===== config.mk =====
export PLATFORM = sky130hd
export DESIGN_NAME = lds_device_flat
export DESIGN_NICKNAME = d
export VERILOG_FILES = /design/src/lds_pkg.sv /design/src/lds_bus_if.sv /design/src/lds_device.sv /design/src/flat_wrapper.sv
export SDC_FILE = /design/constraint.sdc
export NUM_CORES = 1
export LEC_CHECK = 0
export ABC_AREA = 0
export BUFFER_PORTS_ARGS = -buffer_cell sky130_fd_sc_hd__buf_2
export CAP_MARGIN = 0
export CORE_MARGIN = 2
export CORE_UTILIZATION = 25
export CTS_CLUSTER_DIAMETER = 150
export DETAILED_ROUTE_END_ITERATION = 6
export GPL_ROUTABILITY_DRIVEN = 1
export GPL_TIMING_DRIVEN = 0
export PLACE_DENSITY = 0.52
export REMOVE_ABC_BUFFERS = 1
export SLEW_MARGIN = 25
export SYNTH_ARGS = -nofsm -noshare
export SYNTH_HDL_FRONTEND = slang
export SYNTH_SLANG_ARGS = --single-unit

===== constraint.sdc =====
create_clock -name core_clk_i -period 7.8 [get_ports core_clk_i]
set_clock_uncertainty 0.2 [all_clocks]
set_input_delay 0.39 -clock core_clk_i [delete_from_list [all_inputs] [get_ports core_clk_i]]
set_output_delay 0.39 -clock core_clk_i [all_outputs]
set_load 0.005 [all_outputs]

===== src/lds_pkg.sv =====
// lds_pkg: constants shared by both ends of the level detect / sync control
// assumes: 16-bit word addresses, 32-bit data, one device clock
package lds_pkg;
    // ----------------------------------------------------------------
    // register addresses
    // ----------------------------------------------------------------
    localparam logic [15:0] LDS_ADDR_CONFIG    = 16'hf805;
    localparam logic [15:0] LDS_ADDR_START     = 16'hf806;
    localparam logic [15:0] LDS_ADDR_TEST_IN   = 16'hf807;
    localparam logic [15:0] LDS_ADDR_TEST_STB  = 16'hf808;
    localparam logic [15:0] LDS_ADDR_SYNC_OUT  = 16'hf809;
    localparam logic [15:0] LDS_ADDR_SYNC_LOOP = 16'hf80a;
    localparam logic [15:0] LDS_ADDR_SIGNATURE = 16'hf80b;
    localparam logic [15:0] LDS_ADDR_ORDER     = 16'hf820;
    localparam logic [10:0] LDS_ORDER_PAGE     = 11'h7c1;  // addr[15:5] of the order table
    localparam int          LDS_ORDER_DEPTH    = 32;
    // ----------------------------------------------------------------
    // config field positions
    // ----------------------------------------------------------------
    localparam int LDS_CFG_RECTIFY   = 21;
    localparam int LDS_CFG_FREE_RUN  = 20;
    localparam int LDS_CFG_LEAK_HI   = 19;
    localparam int LDS_CFG_LEAK_LO   = 18;
    localparam int LDS_CFG_MODE_HI   = 17;
    localparam int LDS_CFG_MODE_LO   = 16;
    localparam int LDS_CFG_WIDTH     = 22;
    localparam int LDS_STATUS_DONE   = 1;
    // ----------------------------------------------------------------
    // reset values and encodings
    // ----------------------------------------------------------------
    localparam logic [21:0] LDS_CONFIG_RST  = 22'h000000;
    localparam logic [15:0] LDS_TEST_IN_RST = 16'h0000;
    localparam logic [15:0] LDS_SIG_RST     = 16'h0000;
    localparam logic [4:0]  LDS_ORDER_RST   = 5'h00;
    localparam logic [1:0]  LDS_MODE_LEAKY  = 2'h0;
    localparam logic [1:0]  LDS_MODE_PEAK   = 2'h1;
    localparam logic [1:0]  LDS_MODE_INTEG  = 2'h2;
    localparam int          LDS_SAMPLE_FRAC = 16;      // sample sits above 16 fraction bits
endpackage : lds_pkg


===== src/lds_bus_if.sv =====
// lds_bus_if: processor write/read bus between host and device
// assumes: both ends on core_clk_i; the testbench instantiates and joins them
`timescale 1ns/100ps
interface lds_bus_if;
    logic        wr_stb;    // one-cycle write strobe
    logic        rd_stb;    // one-cycle read strobe
    logic [15:0] addr;
    logic [31:0] wdata;
    logic [31:0] rdata;
    logic        rd_ack;    // one cycle after rd_stb

    modport host   (output wr_stb, output rd_stb, output addr, output wdata,
                    input rdata, input rd_ack);
    modport device (input wr_stb, input rd_stb, input addr, input wdata,
                    output rdata, output rd_ack);
endinterface : lds_bus_if


===== src/lds_device.sv =====
// lds_device: level detector, test input, sync strobes, signature, read order
// assumes: channel register bits and datapath words arrive on core_clk_i;
// sample and sync pins are asynchronous and are synchronised here
//
// Operation
// - rectify bit ones-complements negative samples
// - free run ignores interval; else stop
// - software may drop free run to freeze
// - leak field selects gain A
// - leaky mode: A*x plus (1-A)*y
// - software never selects peak mode
// - mode 10 is plain integrator
// - interval loads count minus two
// - start write clears accumulator, restarts interval
// - interval end sets done status bit 1
// - host test word feeds channels or detector
// - test enable: bit 11 or strobe, bit 12
// - test strobe write gives one enable pulse
// - sync-out write gives one-clock pin pulse
// - board adds at most two sync stages
// - loopback write also drives own sync input
// - signature: expected low, computed high half
// - order entry: channel bits, data type bits
// - types 0-3 select I and Q words
// - types 4-7 select magnitude, phase, gain
// - gated updates on enable; interpolated zeroes input while enabled
// - result readable as 32 bits
`timescale 1ns/100ps
module lds_device
    import lds_pkg::*;
(
    input  wire logic          core_clk_i,
    input  wire logic          nrst_i,
    lds_bus_if.device          bus,
    input  wire logic [15:0]   pin_sample_i,
    input  wire logic          pin_sample_enable_i,
    input  wire logic          test_enable_bit_i,
    input  wire logic          test_strobe_sel_i,
    input  wire logic          detector_use_test_i,
    input  wire logic          interp_mode_i,
    input  wire logic          sync_in_pin_i,
    input  wire logic [15:0]   bist_sig_i,
    input  wire logic          bist_done_i,
    input  wire logic [4:0]    order_slot_i,
    input  wire logic [3:0][23:0] i_data_i,
    input  wire logic [3:0][23:0] q_data_i,
    input  wire logic [3:0][23:0] mag_data_i,
    input  wire logic [3:0][15:0] phase_data_i,
    input  wire logic [3:0][15:0] gain_data_i,
    output logic [15:0]        test_sample_o,
    output logic               channel_sample_enable_o,
    output logic               sync_out_pin_o,
    output logic               sync_event_o,
    output logic               level_done_o,
    output logic [31:0]        level_result_o,
    output logic [15:0]        order_word_o
);
    // ----------------------------------------------------------------
    // pin synchronisers
    // ----------------------------------------------------------------
    logic [16:0] pin_s1_r, pin_s2_r;
    logic        sync_s1_r, sync_s2_r;

    // two stages before any logic looks at a pin
    always_ff @(posedge core_clk_i or negedge nrst_i) begin
        if (!nrst_i) begin
            pin_s1_r  <= 17'h00000;
            pin_s2_r  <= 17'h00000;
            sync_s1_r <= 1'b0;
            sync_s2_r <= 1'b0;
        end else begin
            pin_s1_r  <= {pin_sample_enable_i, pin_sample_i};
            pin_s2_r  <= pin_s1_r;
            sync_s1_r <= sync_in_pin_i;
            sync_s2_r <= sync_s1_r;
        end
    end

    // ----------------------------------------------------------------
    // register file and strobes
    // ----------------------------------------------------------------
    logic [21:0] cfg_r, cfg_nxt;
    logic [15:0] test_in_r, test_in_nxt, sig_exp_r, sig_exp_nxt, sig_got_r, sig_got_nxt;
    logic [4:0]  order_r [LDS_ORDER_DEPTH];
    logic        start_w, test_stb_w, sync_out_w, sync_loop_w, order_w;
    logic        ten_r, ten_nxt, so_r, so_nxt, sev_r, sev_nxt;

    assign start_w     = bus.wr_stb && bus.addr == LDS_ADDR_START;      // data ignored
    assign test_stb_w  = bus.wr_stb && bus.addr == LDS_ADDR_TEST_STB;
    assign sync_out_w  = bus.wr_stb && bus.addr == LDS_ADDR_SYNC_OUT;
    assign sync_loop_w = bus.wr_stb && bus.addr == LDS_ADDR_SYNC_LOOP;
    assign order_w     = bus.wr_stb && bus.addr[15:5] == LDS_ORDER_PAGE;

    // stored registers and strobe outputs
    always_comb begin
        cfg_nxt     = cfg_r;
        test_in_nxt = test_in_r;
        sig_exp_nxt = sig_exp_r;
        sig_got_nxt = bist_done_i ? bist_sig_i : sig_got_r;
        if (bus.wr_stb && bus.addr == LDS_ADDR_CONFIG)
            cfg_nxt = bus.wdata[LDS_CFG_WIDTH-1:0];                     // bits 31:22 dropped
        if (bus.wr_stb && bus.addr == LDS_ADDR_TEST_IN)
            test_in_nxt = bus.wdata[15:0];
        if (bus.wr_stb && bus.addr == LDS_ADDR_SIGNATURE)
            sig_exp_nxt = bus.wdata[15:0];
        ten_nxt = test_strobe_sel_i ? test_stb_w : test_enable_bit_i;
        so_nxt  = sync_out_w | sync_loop_w;
        sev_nxt = sync_s2_r | sync_loop_w;
    end

    always_ff @(posedge core_clk_i or negedge nrst_i) begin
        if (!nrst_i) begin
            cfg_r     <= LDS_CONFIG_RST;
            test_in_r <= LDS_TEST_IN_RST;
            sig_exp_r <= LDS_SIG_RST;
            sig_got_r <= LDS_SIG_RST;
            ten_r     <= 1'b0;
            so_r      <= 1'b0;
            sev_r     <= 1'b0;
        end else begin
            cfg_r     <= cfg_nxt;
            test_in_r <= test_in_nxt;
            sig_exp_r <= sig_exp_nxt;
            sig_got_r <= sig_got_nxt;
            ten_r     <= ten_nxt;
            so_r      <= so_nxt;
            sev_r     <= sev_nxt;
        end
    end

    // read-order table, one entry per generate step
    genvar gi;
    generate
        for (gi = 0; gi < LDS_ORDER_DEPTH; gi++) begin : g_order
            logic [4:0] ent_nxt;
            always_comb begin
                ent_nxt = order_r[gi];
                if (order_w && bus.addr[4:0] == 5'(gi))
                    ent_nxt = bus.wdata[4:0];
            end
            always_ff @(posedge core_clk_i or negedge nrst_i) begin
                if (!nrst_i)
                    order_r[gi] <= LDS_ORDER_RST;
                else
                    order_r[gi] <= ent_nxt;
            end
        end
    endgenerate

    // ----------------------------------------------------------------
    // level detector
    // ----------------------------------------------------------------
    logic [31:0] acc_r, acc_nxt;
    logic [16:0] cnt_r, cnt_nxt;
    logic        done_r, done_nxt;
    logic [15:0] raw, rect;
    logic        en, step;
    logic [31:0] x_int, x_frac, leak_d;
    logic [1:0]  mode;

    // sample source, rectification, update condition
    always_comb begin
        raw  = detector_use_test_i ? test_in_r : pin_s2_r[15:0];
        en   = detector_use_test_i ? ten_r : pin_s2_r[16];
        rect = (cfg_r[LDS_CFG_RECTIFY] && raw[15]) ? ~raw : raw;
        if (interp_mode_i && en)
            rect = 16'h0000;
        step = interp_mode_i ? 1'b1 : en;
        mode = cfg_r[LDS_CFG_MODE_HI:LDS_CFG_MODE_LO];
        x_int  = {{16{rect[15]}}, rect};
        x_frac = {rect, 16'h0000};
        leak_d = x_frac - acc_r;
        case (cfg_r[LDS_CFG_LEAK_HI:LDS_CFG_LEAK_LO])
            2'h0:    leak_d = leak_d;
            2'h1:    leak_d = {{8{leak_d[31]}}, leak_d[31:8]};
            2'h2:    leak_d = {{12{leak_d[31]}}, leak_d[31:12]};
            default: leak_d = {{LDS_SAMPLE_FRAC{leak_d[31]}}, leak_d[31:16]};
        endcase
    end

    // accumulate while running; stop mode freezes at interval end
    always_comb begin
        acc_nxt  = acc_r;
        cnt_nxt  = cnt_r;
        done_nxt = done_r;
        if (start_w) begin
            acc_nxt  = 32'h00000000;
            cnt_nxt  = 17'h00000;
            done_nxt = 1'b0;
        end else if (step && (cfg_r[LDS_CFG_FREE_RUN] || !done_r)) begin
            case (mode)
                LDS_MODE_LEAKY: acc_nxt = acc_r + leak_d;
                LDS_MODE_INTEG: acc_nxt = acc_r + x_int;
                LDS_MODE_PEAK:  acc_nxt = acc_r;                         // unsupported
                default:        acc_nxt = acc_r;
            endcase
            if (!cfg_r[LDS_CFG_FREE_RUN]) begin
                cnt_nxt = cnt_r + 17'h00001;
                if (cnt_r == {1'b0, cfg_r[15:0]} + 17'h00001)            // load+2 samples
                    done_nxt = 1'b1;
            end
        end
    end

    always_ff @(posedge core_clk_i or negedge nrst_i) begin
        if (!nrst_i) begin
            acc_r  <= 32'h00000000;
            cnt_r  <= 17'h00000;
            done_r <= 1'b0;
        end else begin
            acc_r  <= acc_nxt;
            cnt_r  <= cnt_nxt;
            done_r <= done_nxt;
        end
    end

    // ----------------------------------------------------------------
    // read data and read-order word
    // ----------------------------------------------------------------
    logic [31:0] rd_r, rd_nxt;
    logic        ack_r;
    logic [15:0] ow_r, ow_nxt;
    logic [4:0]  code;

    // registered read answer, zero for unmapped addresses
    always_comb begin
        case (bus.addr)
            LDS_ADDR_CONFIG:    rd_nxt = {10'h000, cfg_r};
            LDS_ADDR_START:     rd_nxt = acc_r;
            LDS_ADDR_TEST_IN:   rd_nxt = {16'h0000, test_in_r};
            LDS_ADDR_SIGNATURE: rd_nxt = {sig_got_r, sig_exp_r};
            default:            rd_nxt = 32'h00000000;
        endcase
        if (bus.addr[15:5] == LDS_ORDER_PAGE)
            rd_nxt = {27'h0000000, order_r[bus.addr[4:0]]};
        if (!bus.rd_stb)
            rd_nxt = rd_r;
    end

    // data word picked by the selected order entry
    always_comb begin
        code = order_r[order_slot_i];
        case (code[2:0])
            3'h0:    ow_nxt = i_data_i[code[4:3]][23:8];
            3'h1:    ow_nxt = {i_data_i[code[4:3]][7:0], 8'h00};
            3'h2:    ow_nxt = q_data_i[code[4:3]][23:8];
            3'h3:    ow_nxt = {q_data_i[code[4:3]][7:0], 8'h00};
            3'h4:    ow_nxt = mag_data_i[code[4:3]][23:8];
            3'h5:    ow_nxt = {mag_data_i[code[4:3]][7:0], 8'h00};
            3'h6:    ow_nxt = phase_data_i[code[4:3]];
            default: ow_nxt = gain_data_i[code[4:3]];
        endcase
    end

    always_ff @(posedge core_clk_i or negedge nrst_i) begin
        if (!nrst_i) begin
            rd_r  <= 32'h00000000;
            ack_r <= 1'b0;
            ow_r  <= 16'h0000;
        end else begin
            rd_r  <= rd_nxt;
            ack_r <= bus.rd_stb;
            ow_r  <= ow_nxt;
        end
    end

    // all outputs come from flops
    assign bus.rdata               = rd_r;
    assign bus.rd_ack              = ack_r;
    assign test_sample_o           = test_in_r;
    assign channel_sample_enable_o = ten_r;
    assign sync_out_pin_o          = so_r;
    assign sync_event_o            = sev_r;
    assign level_done_o            = done_r;
    assign level_result_o          = acc_r;
    assign order_word_o            = ow_r;
endmodule // lds_device


===== src/flat_wrapper.sv =====
// flat-port wrapper written by rule: the top's interface ports become plain ports
module lds_device_flat import lds_pkg::*;
  (core_clk_i, nrst_i, pin_sample_i, pin_sample_enable_i, test_enable_bit_i, test_strobe_sel_i, detector_use_test_i, interp_mode_i, sync_in_pin_i, bist_sig_i, bist_done_i, order_slot_i, i_data_i, q_data_i, mag_data_i, phase_data_i, gain_data_i, test_sample_o, channel_sample_enable_o, sync_out_pin_o, sync_event_o, level_done_o, level_result_o, order_word_o, bus_wr_stb, bus_rd_stb, bus_addr, bus_wdata, bus_rdata, bus_rd_ack);
  lds_bus_if bus_i ();
  input  wire logic core_clk_i;
  input  wire logic nrst_i;
  input  wire logic [15:0] pin_sample_i;
  input  wire logic pin_sample_enable_i;
  input  wire logic test_enable_bit_i;
  input  wire logic test_strobe_sel_i;
  input  wire logic detector_use_test_i;
  input  wire logic interp_mode_i;
  input  wire logic sync_in_pin_i;
  input  wire logic [15:0] bist_sig_i;
  input  wire logic bist_done_i;
  input  wire logic [4:0] order_slot_i;
  input  wire logic [3:0][23:0] i_data_i;
  input  wire logic [3:0][23:0] q_data_i;
  input  wire logic [3:0][23:0] mag_data_i;
  input  wire logic [3:0][15:0] phase_data_i;
  input  wire logic [3:0][15:0] gain_data_i;
  output logic [15:0] test_sample_o;
  output logic channel_sample_enable_o;
  output logic sync_out_pin_o;
  output logic sync_event_o;
  output logic level_done_o;
  output logic [31:0] level_result_o;
  output logic [15:0] order_word_o;
  input wire logic [$bits(bus_i.wr_stb)-1:0] bus_wr_stb;
  input wire logic [$bits(bus_i.rd_stb)-1:0] bus_rd_stb;
  input wire logic [$bits(bus_i.addr)-1:0] bus_addr;
  input wire logic [$bits(bus_i.wdata)-1:0] bus_wdata;
  output wire logic [$bits(bus_i.rdata)-1:0] bus_rdata;
  output wire logic [$bits(bus_i.rd_ack)-1:0] bus_rd_ack;
  assign bus_i.wr_stb = bus_wr_stb;
  assign bus_i.rd_stb = bus_rd_stb;
  assign bus_i.addr = bus_addr;
  assign bus_i.wdata = bus_wdata;
  assign bus_rdata = bus_i.rdata;
  assign bus_rd_ack = bus_i.rd_ack;
  lds_device u_core (.core_clk_i(core_clk_i), .nrst_i(nrst_i), .bus(bus_i), .pin_sample_i(pin_sample_i), .pin_sample_enable_i(pin_sample_enable_i), .test_enable_bit_i(test_enable_bit_i), .test_strobe_sel_i(test_strobe_sel_i), .detector_use_test_i(detector_use_test_i), .interp_mode_i(interp_mode_i), .sync_in_pin_i(sync_in_pin_i), .bist_sig_i(bist_sig_i), .bist_done_i(bist_done_i), .order_slot_i(order_slot_i), .i_data_i(i_data_i), .q_data_i(q_data_i), .mag_data_i(mag_data_i), .phase_data_i(phase_data_i), .gain_data_i(gain_data_i), .test_sample_o(test_sample_o), .channel_sample_enable_o(channel_sample_enable_o), .sync_out_pin_o(sync_out_pin_o), .sync_event_o(sync_event_o), .level_done_o(level_done_o), .level_result_o(level_result_o), .order_word_o(order_word_o));
endmodule

## Word level (Yosys, flattened, before mapping)

Index checks and enable logic that the tools add are counted.

| cells by class | value |
|---|---|
| bitwise gates (word level) | 5 |
| reductions and logical operators | 55 |
| $lt $le $gt $ge | 3 |
| eq/ne operators | 50 |
| add/subtract/negate cells | 5 |
| multiplexer cells | 36 |

Operators with widths:

| operator | number |
|---|---|
| binary-select mux 24 bit (select 2 bit) | 3 |
| one-hot mux 32 bit (4 select lines) | 1 |
| == test 16 bit (second input constant) | 7 |
| one-hot mux 16 bit (7 select lines) | 1 |
| 2-to-1 mux 32 bit | 3 |
| one-hot mux 31 bit (3 select lines) | 1 |
| == test 5 bit (second input constant) | 16 |
| 2-to-1 mux 16 bit | 5 |
| 2-to-1 mux 24 bit | 3 |
| adder 32 bit | 2 |
| binary-select mux 16 bit (select 2 bit) | 2 |
| one-hot mux 32 bit (2 select lines) | 1 |
| 2-to-1 mux 17 bit | 3 |
| binary-select mux 5 bit (select 5 bit) | 2 |
| logical AND 1 bit | 43 |
| == test 5 x 4 -> 1 bit (second input constant) | 8 |
| subtractor 32 bit | 1 |
| == test 5 x 3 -> 1 bit (second input constant) | 4 |
| 2-to-1 mux 5 bit | 4 |
| adder 16 x 1 -> 17 bit (second input constant) | 1 |
| adder 17 x 1 -> 17 bit (second input constant) | 1 |
| == test 17 bit | 1 |
| NOT 16 bit | 1 |
| greater-or-equal comparator 6 bit (second input constant) | 2 |
| other kinds (22) | 38 |

| storage, ports and cells | value |
|---|---|
| output and inout port bits | 101 |
| register bits | 368 |
| word-level logic and storage cells | 203 |
| bits of input ports | 512 |

## Longest topological paths before layout

Gate-level depths: netlist of the first run.

| depth | value |
|---|---|
| depth in word-level cells | 10 |
| mapped depth | 31 |
| gate-level depth less buffers | 28 |

## Worst setup path before layout of the first run

Ideal clock, no wire load.

| path | value |
|---|---|
| path kind | in2reg |
| from | input detector_use_test_i |
| to | register u_core.acc_r[31] (netlist: u_core.level_result_o[31]) |
| stages on the path | 31 |
| buffers on the path | 4 |
| setup time | 0.078 ns |
| data required time | 7.522 ns |
| arrival time | 6.716 ns |
| path slack | 0.806 ns |
| cells stage by stage | buf_2 buf_2 buf_2 mux2i_1 xnor2_1 nor2_1 ha_1 a21o_1 a21oi_1 o41ai_1 maj3_1 a32o_1 a31oi_1 maj3_1 a21oi_1 xor2_1 o21ai_0 a31oi_1 ha_1 clkbuf_1 a2111oi_0 o21ai_0 a31oi_1 a2111oi_0 o41ai_1 o21ai_0 a31oi_1 nand3_1 mux2_2 a21o_1 a21oi_1 |

| between the ends | value |
|---|---|
| longest elaborated chain between the ends | 10 |
| elaborated cells between the ends (all ways) | 18 |
| those cells by class | add/sub: 3; mux: 9; bitwise: 1; reduce/logical: 5 |

RTL lines:

| element | line | RTL |
|---|---|---|
| start: declaration | flat_wrapper.sv:11 | `input wire logic detector_use_test_i;` |
| 2-to-1 mux 16 bit | lds_device.sv:163 | `raw = detector_use_test_i ? test_in_r : pin_s2_r[15:0];` |
| logical AND 1 bit / NOT 16 bit (equally long branches) | lds_device.sv:165 | `rect = (cfg_r[LDS_CFG_RECTIFY] && raw[15]) ? ~raw : raw;` |
| 2-to-1 mux 16 bit | lds_device.sv:165 |  |
| 2-to-1 mux 16 bit | lds_device.sv:166 | `if (interp_mode_i && en)` |
| subtractor 32 bit | lds_device.sv:172 | `leak_d = x_frac - acc_r;` |
| one-hot mux 31 bit (3 select lines) | lds_device.sv:173 | `case (cfg_r[LDS_CFG_LEAK_HI:LDS_CFG_LEAK_LO])` |
| adder 32 bit | lds_device.sv:192 | `LDS_MODE_LEAKY: acc_nxt = acc_r + leak_d;` |
| one-hot mux 32 bit (2 select lines) | lds_device.sv:191 | `case (mode)` |
| 2-to-1 mux 32 bit | lds_device.sv:190 | `end else if (step && (cfg_r[LDS_CFG_FREE_RUN] \|\| !done_r)) begin` |
| 2-to-1 mux 32 bit | lds_device.sv:186 | `if (start_w) begin` |
| end signal: assignment | lds_device.sv:211 | `acc_r <= acc_nxt;` |
| end: declaration | lds_device.sv:153 | `logic [31:0] acc_r, acc_nxt;` |

Parallel ways exist; a longest one is shown, timed or not. The select of a mux whose other input is x is not followed.
A chain may end at the register's enable or synchronous reset.

## Worst setup path after layout of the first run

| path | value |
|---|---|
| from | register u_core.pin_s2_r[15] |
| to | register u_core.acc_r[31] (netlist: u_core.level_result_o[31]) |

| between the ends | value |
|---|---|
| longest elaborated chain between the ends | 10 |
| elaborated cells between the ends (all ways) | 12 |
| those cells by class | add/sub: 3; mux: 7; bitwise: 1; reduce/logical: 1 |

RTL lines:

| element | line | RTL |
|---|---|---|
| start: declaration | lds_device.sv:61 | `logic [16:0] pin_s1_r, pin_s2_r;` |
| start signal: assignment | lds_device.sv:73 | `pin_s2_r <= pin_s1_r;` |
| 2-to-1 mux 16 bit (*) | lds_device.sv:163 |  |
| logical AND 1 bit / NOT 16 bit (equally long branches) | lds_device.sv:165 |  |
| 2-to-1 mux 16 bit (*) | lds_device.sv:165 |  |
| 2-to-1 mux 16 bit (*) | lds_device.sv:166 |  |
| subtractor 32 bit | lds_device.sv:172 |  |
| one-hot mux 31 bit (3 select lines) | lds_device.sv:173 |  |
| adder 32 bit | lds_device.sv:192 |  |
| one-hot mux 32 bit (2 select lines) (*) | lds_device.sv:191 |  |
| 2-to-1 mux 32 bit (*) | lds_device.sv:190 |  |
| 2-to-1 mux 32 bit (*) | lds_device.sv:186 |  |

Mark *: on every way between the ends. The rest lies on a longest branch, timed or not. The select of a mux whose other input is x is not followed.

==> run_results.csv, run 1 <==
group,metric,value,unit
floorplan,dieArea,101000,um2
place,io_buffers,602,
drt,drcViolationCount,0,
setup_path,crit_fanout,11,
setup_path,crit_type,"register to register",
drt,wl_per_cell,24.2,um
sta,maxSlewHeadroom,29.9,%
drt,dr_total_vias,21700,
clock_network,cts_sinks,368,
drt,antenna_left,0,
synth,synth_edf_count,0,
floorplan,start_util,25.1,%
sta,tightest_slew,1.04,ns
sta,finalCritPeriodShare,94.1,%
clock_network,htreeDepth,2,
global_routing,grt_pass1_wl,144000,um
setup_path,reg2reg_from,"u_core.pin_s2_r[15]$_DFF_PN0_",
pwr,ir_drop,0.000143,V
setup_path,r2r-end,"u_core.level_result_o[31]$_DFFE_PN0P_",
final_layout,fin_nets,3375,
flow_run,maxCapViolCount,0,
synth,ys_warn_count,0,
min_path,hold_class,"primary input to register",
setup_path,cp.required,8.15,ns
global_routing,grt_pass1_vias,20800,
synth,yosysSeqAreaShare,37.3,%
clock_network,root_buffer,"clkbuf_16",
final_layout,drive_above_1_share,42.1,%
synth,netlist_area,24700,um2
setup_path,reg2reg_slack,0.46,ns
synth,synthTopCellsByCount,"dfrtp_1, mux2_2, nand2_1",
setup_path,worstSetupEndpointType,"register",
drt,vias_per_cell,5.25,
synth,ys.flop_type,"dfrtp_1",
min_path,worstHoldStart,"test_strobe_sel_i",
drt,drt_iter0_drc,1987,
synth,post_synth.cell_area_avg,11.1,um2
setup_path,slowest_delay,0.48,ns
clock_network,cts-buffers-inserted,45,
min_path,whs_path_depth,2,
status,status,"finished clean",
clock_network,cts_buffer_depth,3,
pwr,p_per_area,149,nW/um2
floorplan,dieHeight,318,um
min_path,worst_hold_path.endpoint,"u_core.channel_sample_enable_o$_DFF_PN0_",
sta,max_clock_freq,0.136,GHz
place,dpl.cell_count,3999,
sta,drv_slew,0,
clock_network,cts_tree,"yes",
synth,synth_top_area_share,37.3,%
place,hpwlAfterDp,77300,um
global_routing,antenna_found_initial,36,
sta,final-hold-violation-count,0,
setup_path,crit_path_start_kind,"register",
synth,synth_most_common_cell,"dfrtp_1",
synth,netlist-cell-type-count,79,
setup_path,critical-path-top-cell-by-count,"a31oi_2",
synth,netlist_top_cells_area,"dfrtp_1, mux4_2, mux2_2, mux2i_1, nand2_1",
clock_network,clk_pin_slew,0.06,ns
clock_network,clock_latency,0.63,ns
synth,synthArstFlopShare,100,%
place,globalplace.congestion,0.932,
floorplan,die_w,318,um
sta,finalSetupViolations,0,
final_layout,fin_cells,4144,
setup_path,cp.arrival,7.69,ns
sta,min_period,7.34,ns
global_routing,grt_max_degree,89,
final_layout,final_cell_area,31700,um2
global_routing,grt_use_total,19.1,%
drt,wl,100000,um
place,placed_cell_area,29500,um2
final_layout,areaGrowthSynthToFinish,28.4,%
setup_path,r2r_cells,29,
synth,syn_inst,2228,
drt,dr.pass1.iters,5,
floorplan,core,98100,um2
synth,ys_seq_elements,368,
final_layout,fin_util,32.3,%
pwr,p_leak,14.8,nW
synth,synth_top_area_cell,"dfrtp_1",
setup_path,cp_slowest_cell,"dfrtp_2",
floorplan,row_count,115,
floorplan,top_level_ports,613,
global_routing,grt_overflow,0,
## cell usage in the layout (no fill, tap or decap), drive strengths merged, types with 46 or more instances in the layout
| cell type | netlist | routed |
|---|---|---|
| dlygate4sd3 | 0 | 52 |
| a22oi | 53 | 53 |
| mux2i | 67 | 67 |
| nand2 | 169 | 169 |
| inv | 63 | 68 |
| xnor2 | 63 | 63 |
| mux4 | 168 | 168 |
| mux2 | 255 | 255 |
| o21ai | 62 | 62 |
| clkbuf | 121 | 62 |
| a21oi | 119 | 119 |
| ha | 46 | 46 |
| nor2 | 120 | 120 |
| buf | 44 | 653 |
| dfrtp | 368 | 368 |
## report_power, final
part,switching (mW),internal [mW]
logic,0.350,0.288
registers,0.0155,1.93
clock network,0.908,1.22
total,1.27,3.44
## layout make-up
type | instances | area, um2
inverters | 64 | 240
well taps | 1287 | 1610
clock buffers | 61 | 1310
repair buffers | 706 | 4340
diodes | 7 | 17.5
flip-flops and latches | 368 | 9220
clock inverters | 20 | 163
fillers | 10100 | 66500
multi-input cells | 1631 | 14800
## registers in the layout, indices dropped and copies added, names as in the netlist
register                        flops
u_core.sync_out_pin_o               1
u_core.sig_got_r                   16
u_core.bus.rdata                   32
u_core.order_r                    160
u_core.level_done_o                 1
u_core.cnt_r                       17
u_core.level_result_o              32
u_core.sync_event_o                 1
u_core.channel_sample_enable_o      1
u_core.pin_s2_r                    17
u_core.pin_s1_r                    17
u_core.bus.rd_ack                   1
u_core.order_word_o                16
u_core.sig_exp_r                   16
u_core.sync_s1_r                    1
u_core.test_sample_o               16
u_core.sync_s2_r                    1
u_core.cfg_r                       22
## kinds of logic (layout without fill, tap and decap cells)
family / Yosys count / in the layout / share of synthesized area (%)
xor gates and xnor gates: 98 / 98 / 3.48
other: 0 / 7 / 0
DFF: 368 / 368 / 37.3
AOI/OAI and AO/OA: 480 / 480 / 13.3
adders and majority gates: 57 / 57 / 2.83
and+or+nand+nor: 506 / 506 / 9.78
muxes: 490 / 490 / 29.7
buffers and inverters: 229 / 851 / 3.60
## how the worst max path moves through the flow
| stage | start | to |
|---|---|---|
| final | u_core.pin_s2_r[15]$_DFF_PN0_ | u_core.level_result_o[31]$_DFFE_PN0P_ |
| after global routing | u_core.pin_s2_r[15]$_DFF_PN0_ | u_core.level_result_o[31]$_DFFE_PN0P_ |
| after CTS | u_core.pin_s2_r[15]$_DFF_PN0_ | u_core.level_result_o[31]$_DFFE_PN0P_ |
| after detailed placement | detector_use_test_i | u_core.level_result_o[31]$_DFFE_PN0P_ |
| after global placement | order_slot_i[0] | u_core.order_word_o[15]$_DFF_PN0_ |
| after floorplan | order_slot_i[0] | u_core.order_word_o[0]$_DFF_PN0_ |
## metal layers
layer | routed length (um) | global-route usage, % | vias to the layer above
met5 | 172 | 0 | -
li1 | - | - | 9674
met3 | 11400 | 8.23 | 139
met1 | 45700 | 27.4 | 11000
met4 | 2100 | 4.24 | 28
met2 | 40800 | 26.2 | 920
## critical path, delay by kind of cell, from the launching register on
kind	cells	cell delay, ns
AO/OA/AOI/OAI	17	3.65
buffers and inverters	1	0.18
AND/OR/NAND/NOR	3	0.38
XOR/XNOR	2	0.41
adder cells (fa/ha/maj)	4	1.31
multiplexers	2	0.63
flip-flops	1	0.48
## timing repair
action | in CTS | in global routing
hold buffers | 52 | 0
pin swaps | 1 | 5
resized for setup | 5 | 17
setup endpoints to repair | 3 | 8
buffers inserted | 2 | 3
hold endpoints to repair | 242 | 0
## per-stage QoR
| stage | power [mW] | TNS (ns) | hold WS (ns) | setup slack [ns] |
|---|---|---|---|---|
| finish | 4.71 | 0 | 0.0518 | 0.460 |
| global route | 4.92 | -0.0182 | 0.0387 | -0.0182 |
| CTS | 4.77 | 0 | 0.00118 | 0.0154 |
| detailed placement | 2.58 | -4.61 | 0.0924 | -1.06 |
| global placement | 2.57 | -1079.40 | 0.133 | -11.98 |
| floorplan | 2.24 | -91.66 | -0.106 | -6.02 |
Power figures use the tool's default switching activity.
==> run 2, diff against run 1 <==
CORE_UTILIZATION = 45   (was 25)
PLACE_DENSITY = 0.77   (was 0.52)
==> run_results.csv, run 2 (synthesis results as in run 1) <==
group,metric,value,unit
status,status,"finished clean",
setup_path,crit_fanout,11,
setup_path,reg2reg_slack,0.35,ns
place,dpl.cell_count,3403,
final_layout,largest-register,"u_core.order_r",
pwr,ir_drop,0.000152,V
floorplan,dieHeight,238,um
drt,dr.pass1.iters,5,
place,hpwlAfterDp,71300,um
flow_run,maxCapViolCount,0,
floorplan,top_level_ports,613,
sta,tightest_slew,1.00,ns
pwr,finalPower,4.53,mW
sta,finalSetupViolations,0,
setup_path,r2r-end,"u_core.level_result_o[31]$_DFFE_PN0P_",
final_layout,fin_cells,3545,
floorplan,start_util,45.7,%
global_routing,grt_pass1_wl,134000,um
pwr,p_leak,14.7,nW
sta,rsz0062_at_grt,"true",
final_layout,regArea,9220,um2
final_layout,largest_register_ffs,160,
global_routing,grt_max_degree,96,
place,globalplace.congestion,0.950,
drt,antenna_left,0,
clock_network,clk_pin_slew,0.06,ns
clock_network,cts_sinks,368,
final_layout,fillCellCount,4422,
clock_network,htreeDepth,2,
clock_network,clock_latency,0.59,ns
sta,min_period,7.45,ns
sta,max_clock_freq,0.134,GHz
floorplan,dieArea,56700,um2
global_routing,grt_pass1_vias,21800,
setup_path,worstSetupEndpointType,"register",
drt,vias_per_cell,6.20,
final_layout,drive_above_1_share,42.0,%
floorplan,die_w,238,um
clock_network,cts_tree,"yes",
global_routing,antenna_found_initial,22,
setup_path,crit_path_start_kind,"register",
floorplan,core,54000,um2
global_routing,grt_use_total,31.6,%
setup_path,slowest_delay,0.63,ns
setup_path,cp_slowest_cell,"a2111oi_2",
setup_path,r2r_cells,28,
final_layout,areaGrowthSynthToFinish,24.7,%
min_path,hold_class,"primary input to asynchronous set/reset pin",
global_routing,grt_overflow,0,
drt,drt_iter0_drc,2132,
drt,wl_per_cell,26.0,um
sta,final-hold-violation-count,0,
setup_path,endpoint,"u_core.level_result_o[31]$_DFFE_PN0P_",
final_layout,final_cell_mix,"buf_2, dfrtp_1, mux2_2",
sta,maxSlewHeadroom,32.9,%
sta,timing.hold.ws,0.0513,ns
drt,wl,92200,um
final_layout,fin_nets,3366,
final_layout,final_common_cell,"buf_2",
final_layout,multi_input_comb_area,14800,um2
drt,drcViolationCount,0,
floorplan,row_count,85,
setup_path,crit_type,"register to register",
setup_path,startpoint,"u_core.test_sample_o[15]$_DFFE_PN0P_",
place,io_buffers,602,
setup_path,reg2reg_from,"u_core.test_sample_o[15]$_DFFE_PN0P_",
clock_network,cts_buffer_depth,3,
clock_network,root_buffer,"clkbuf_16",
sta,drv_slew,0,
final_layout,fin_util,56.9,%
sta,finalCritPeriodShare,95.6,%
pwr,p_per_area,147,nW/um2
setup_path,cp.required,8.10,ns
clock_network,cts-buffers-inserted,41,
setup_path,cp.arrival,7.75,ns
drt,dr_total_vias,22000,
run 2: timing repair:
item	4_1_cts	5_1_grt
pin swaps	3	5
setup endpoints to repair	11	5
hold buffers	54	0
endpoints found under the hold margin	254	0
buffers inserted	2	1
cloned	0	0
gates resized for setup	15	15
run 2: critical path: cells and delay by family, from the launching register on:
family                   cells  cell delay, ns
multiplexers                 2            0.51
XOR/XNOR                     1            0.14
adder cells (fa/ha/maj)      4            1.25
AO/OA/AOI/OAI               14            3.74
flip-flops                   1            0.50
AND/OR/NAND/NOR              7            1.05
run 2: layout make-up:
cell class,count,area share [%]
flip-flops and latches,368,30.0
clock inverters,16,0.500
well taps,696,2.83
repair buffers,701,13.8
diodes,10,0.0814
clock buffers,59,3.89
inverters,64,0.781
multi-input cells,1631,48.2
run 2: routing by layer:
layer	up-vias	track usage [%]	part of all wire, %
met5	-	0	0.12
met3	187	8.49	9.6
met4	18	11.8	4.1
met1	11000	41.2	40
met2	1157	50.8	47
li1	9636	-	-
run 2: how the worst min path moves through the flow:
stage               cells past startpoint  slack [ns]                                     to
global placement                        0        0.13           u_core.pin_s2_r[9]$_DFF_PN0_
CTS                                     2        0.04  u_core.level_result_o[20]$_DFFE_PN0P_
floorplan                               0       -0.11            u_core.bus.rd_ack$_DFF_PN0_
global route                            2        0.07          u_core.pin_s1_r[12]$_DFF_PN0_
finish                                  2        0.05          u_core.pin_s1_r[12]$_DFF_PN0_
detailed placement                      1        0.05           u_core.pin_s2_r[7]$_DFF_PN0_
run 2: power breakdown:
part | total (mW) | switching [mW] | internal, mW
clock | 1.95 | 0.838 | 1.11
sequential | 1.95 | 0.0197 | 1.93
combinational | 0.622 | 0.333 | 0.289
run 2: per-stage QoR:
step / instance area, um2 / TNS (ns) / setup slack (ns)
global placement: 27900 / -547.84 / -11.31
CTS: 30600 / 0 / 0.0420
finish: 30800 / 0 / 0.347
floorplan: 24000 / -91.66 / -6.02
global route: 30700 / -0.00527 / -0.00527
detailed placement: 28700 / -12.00 / -1.63
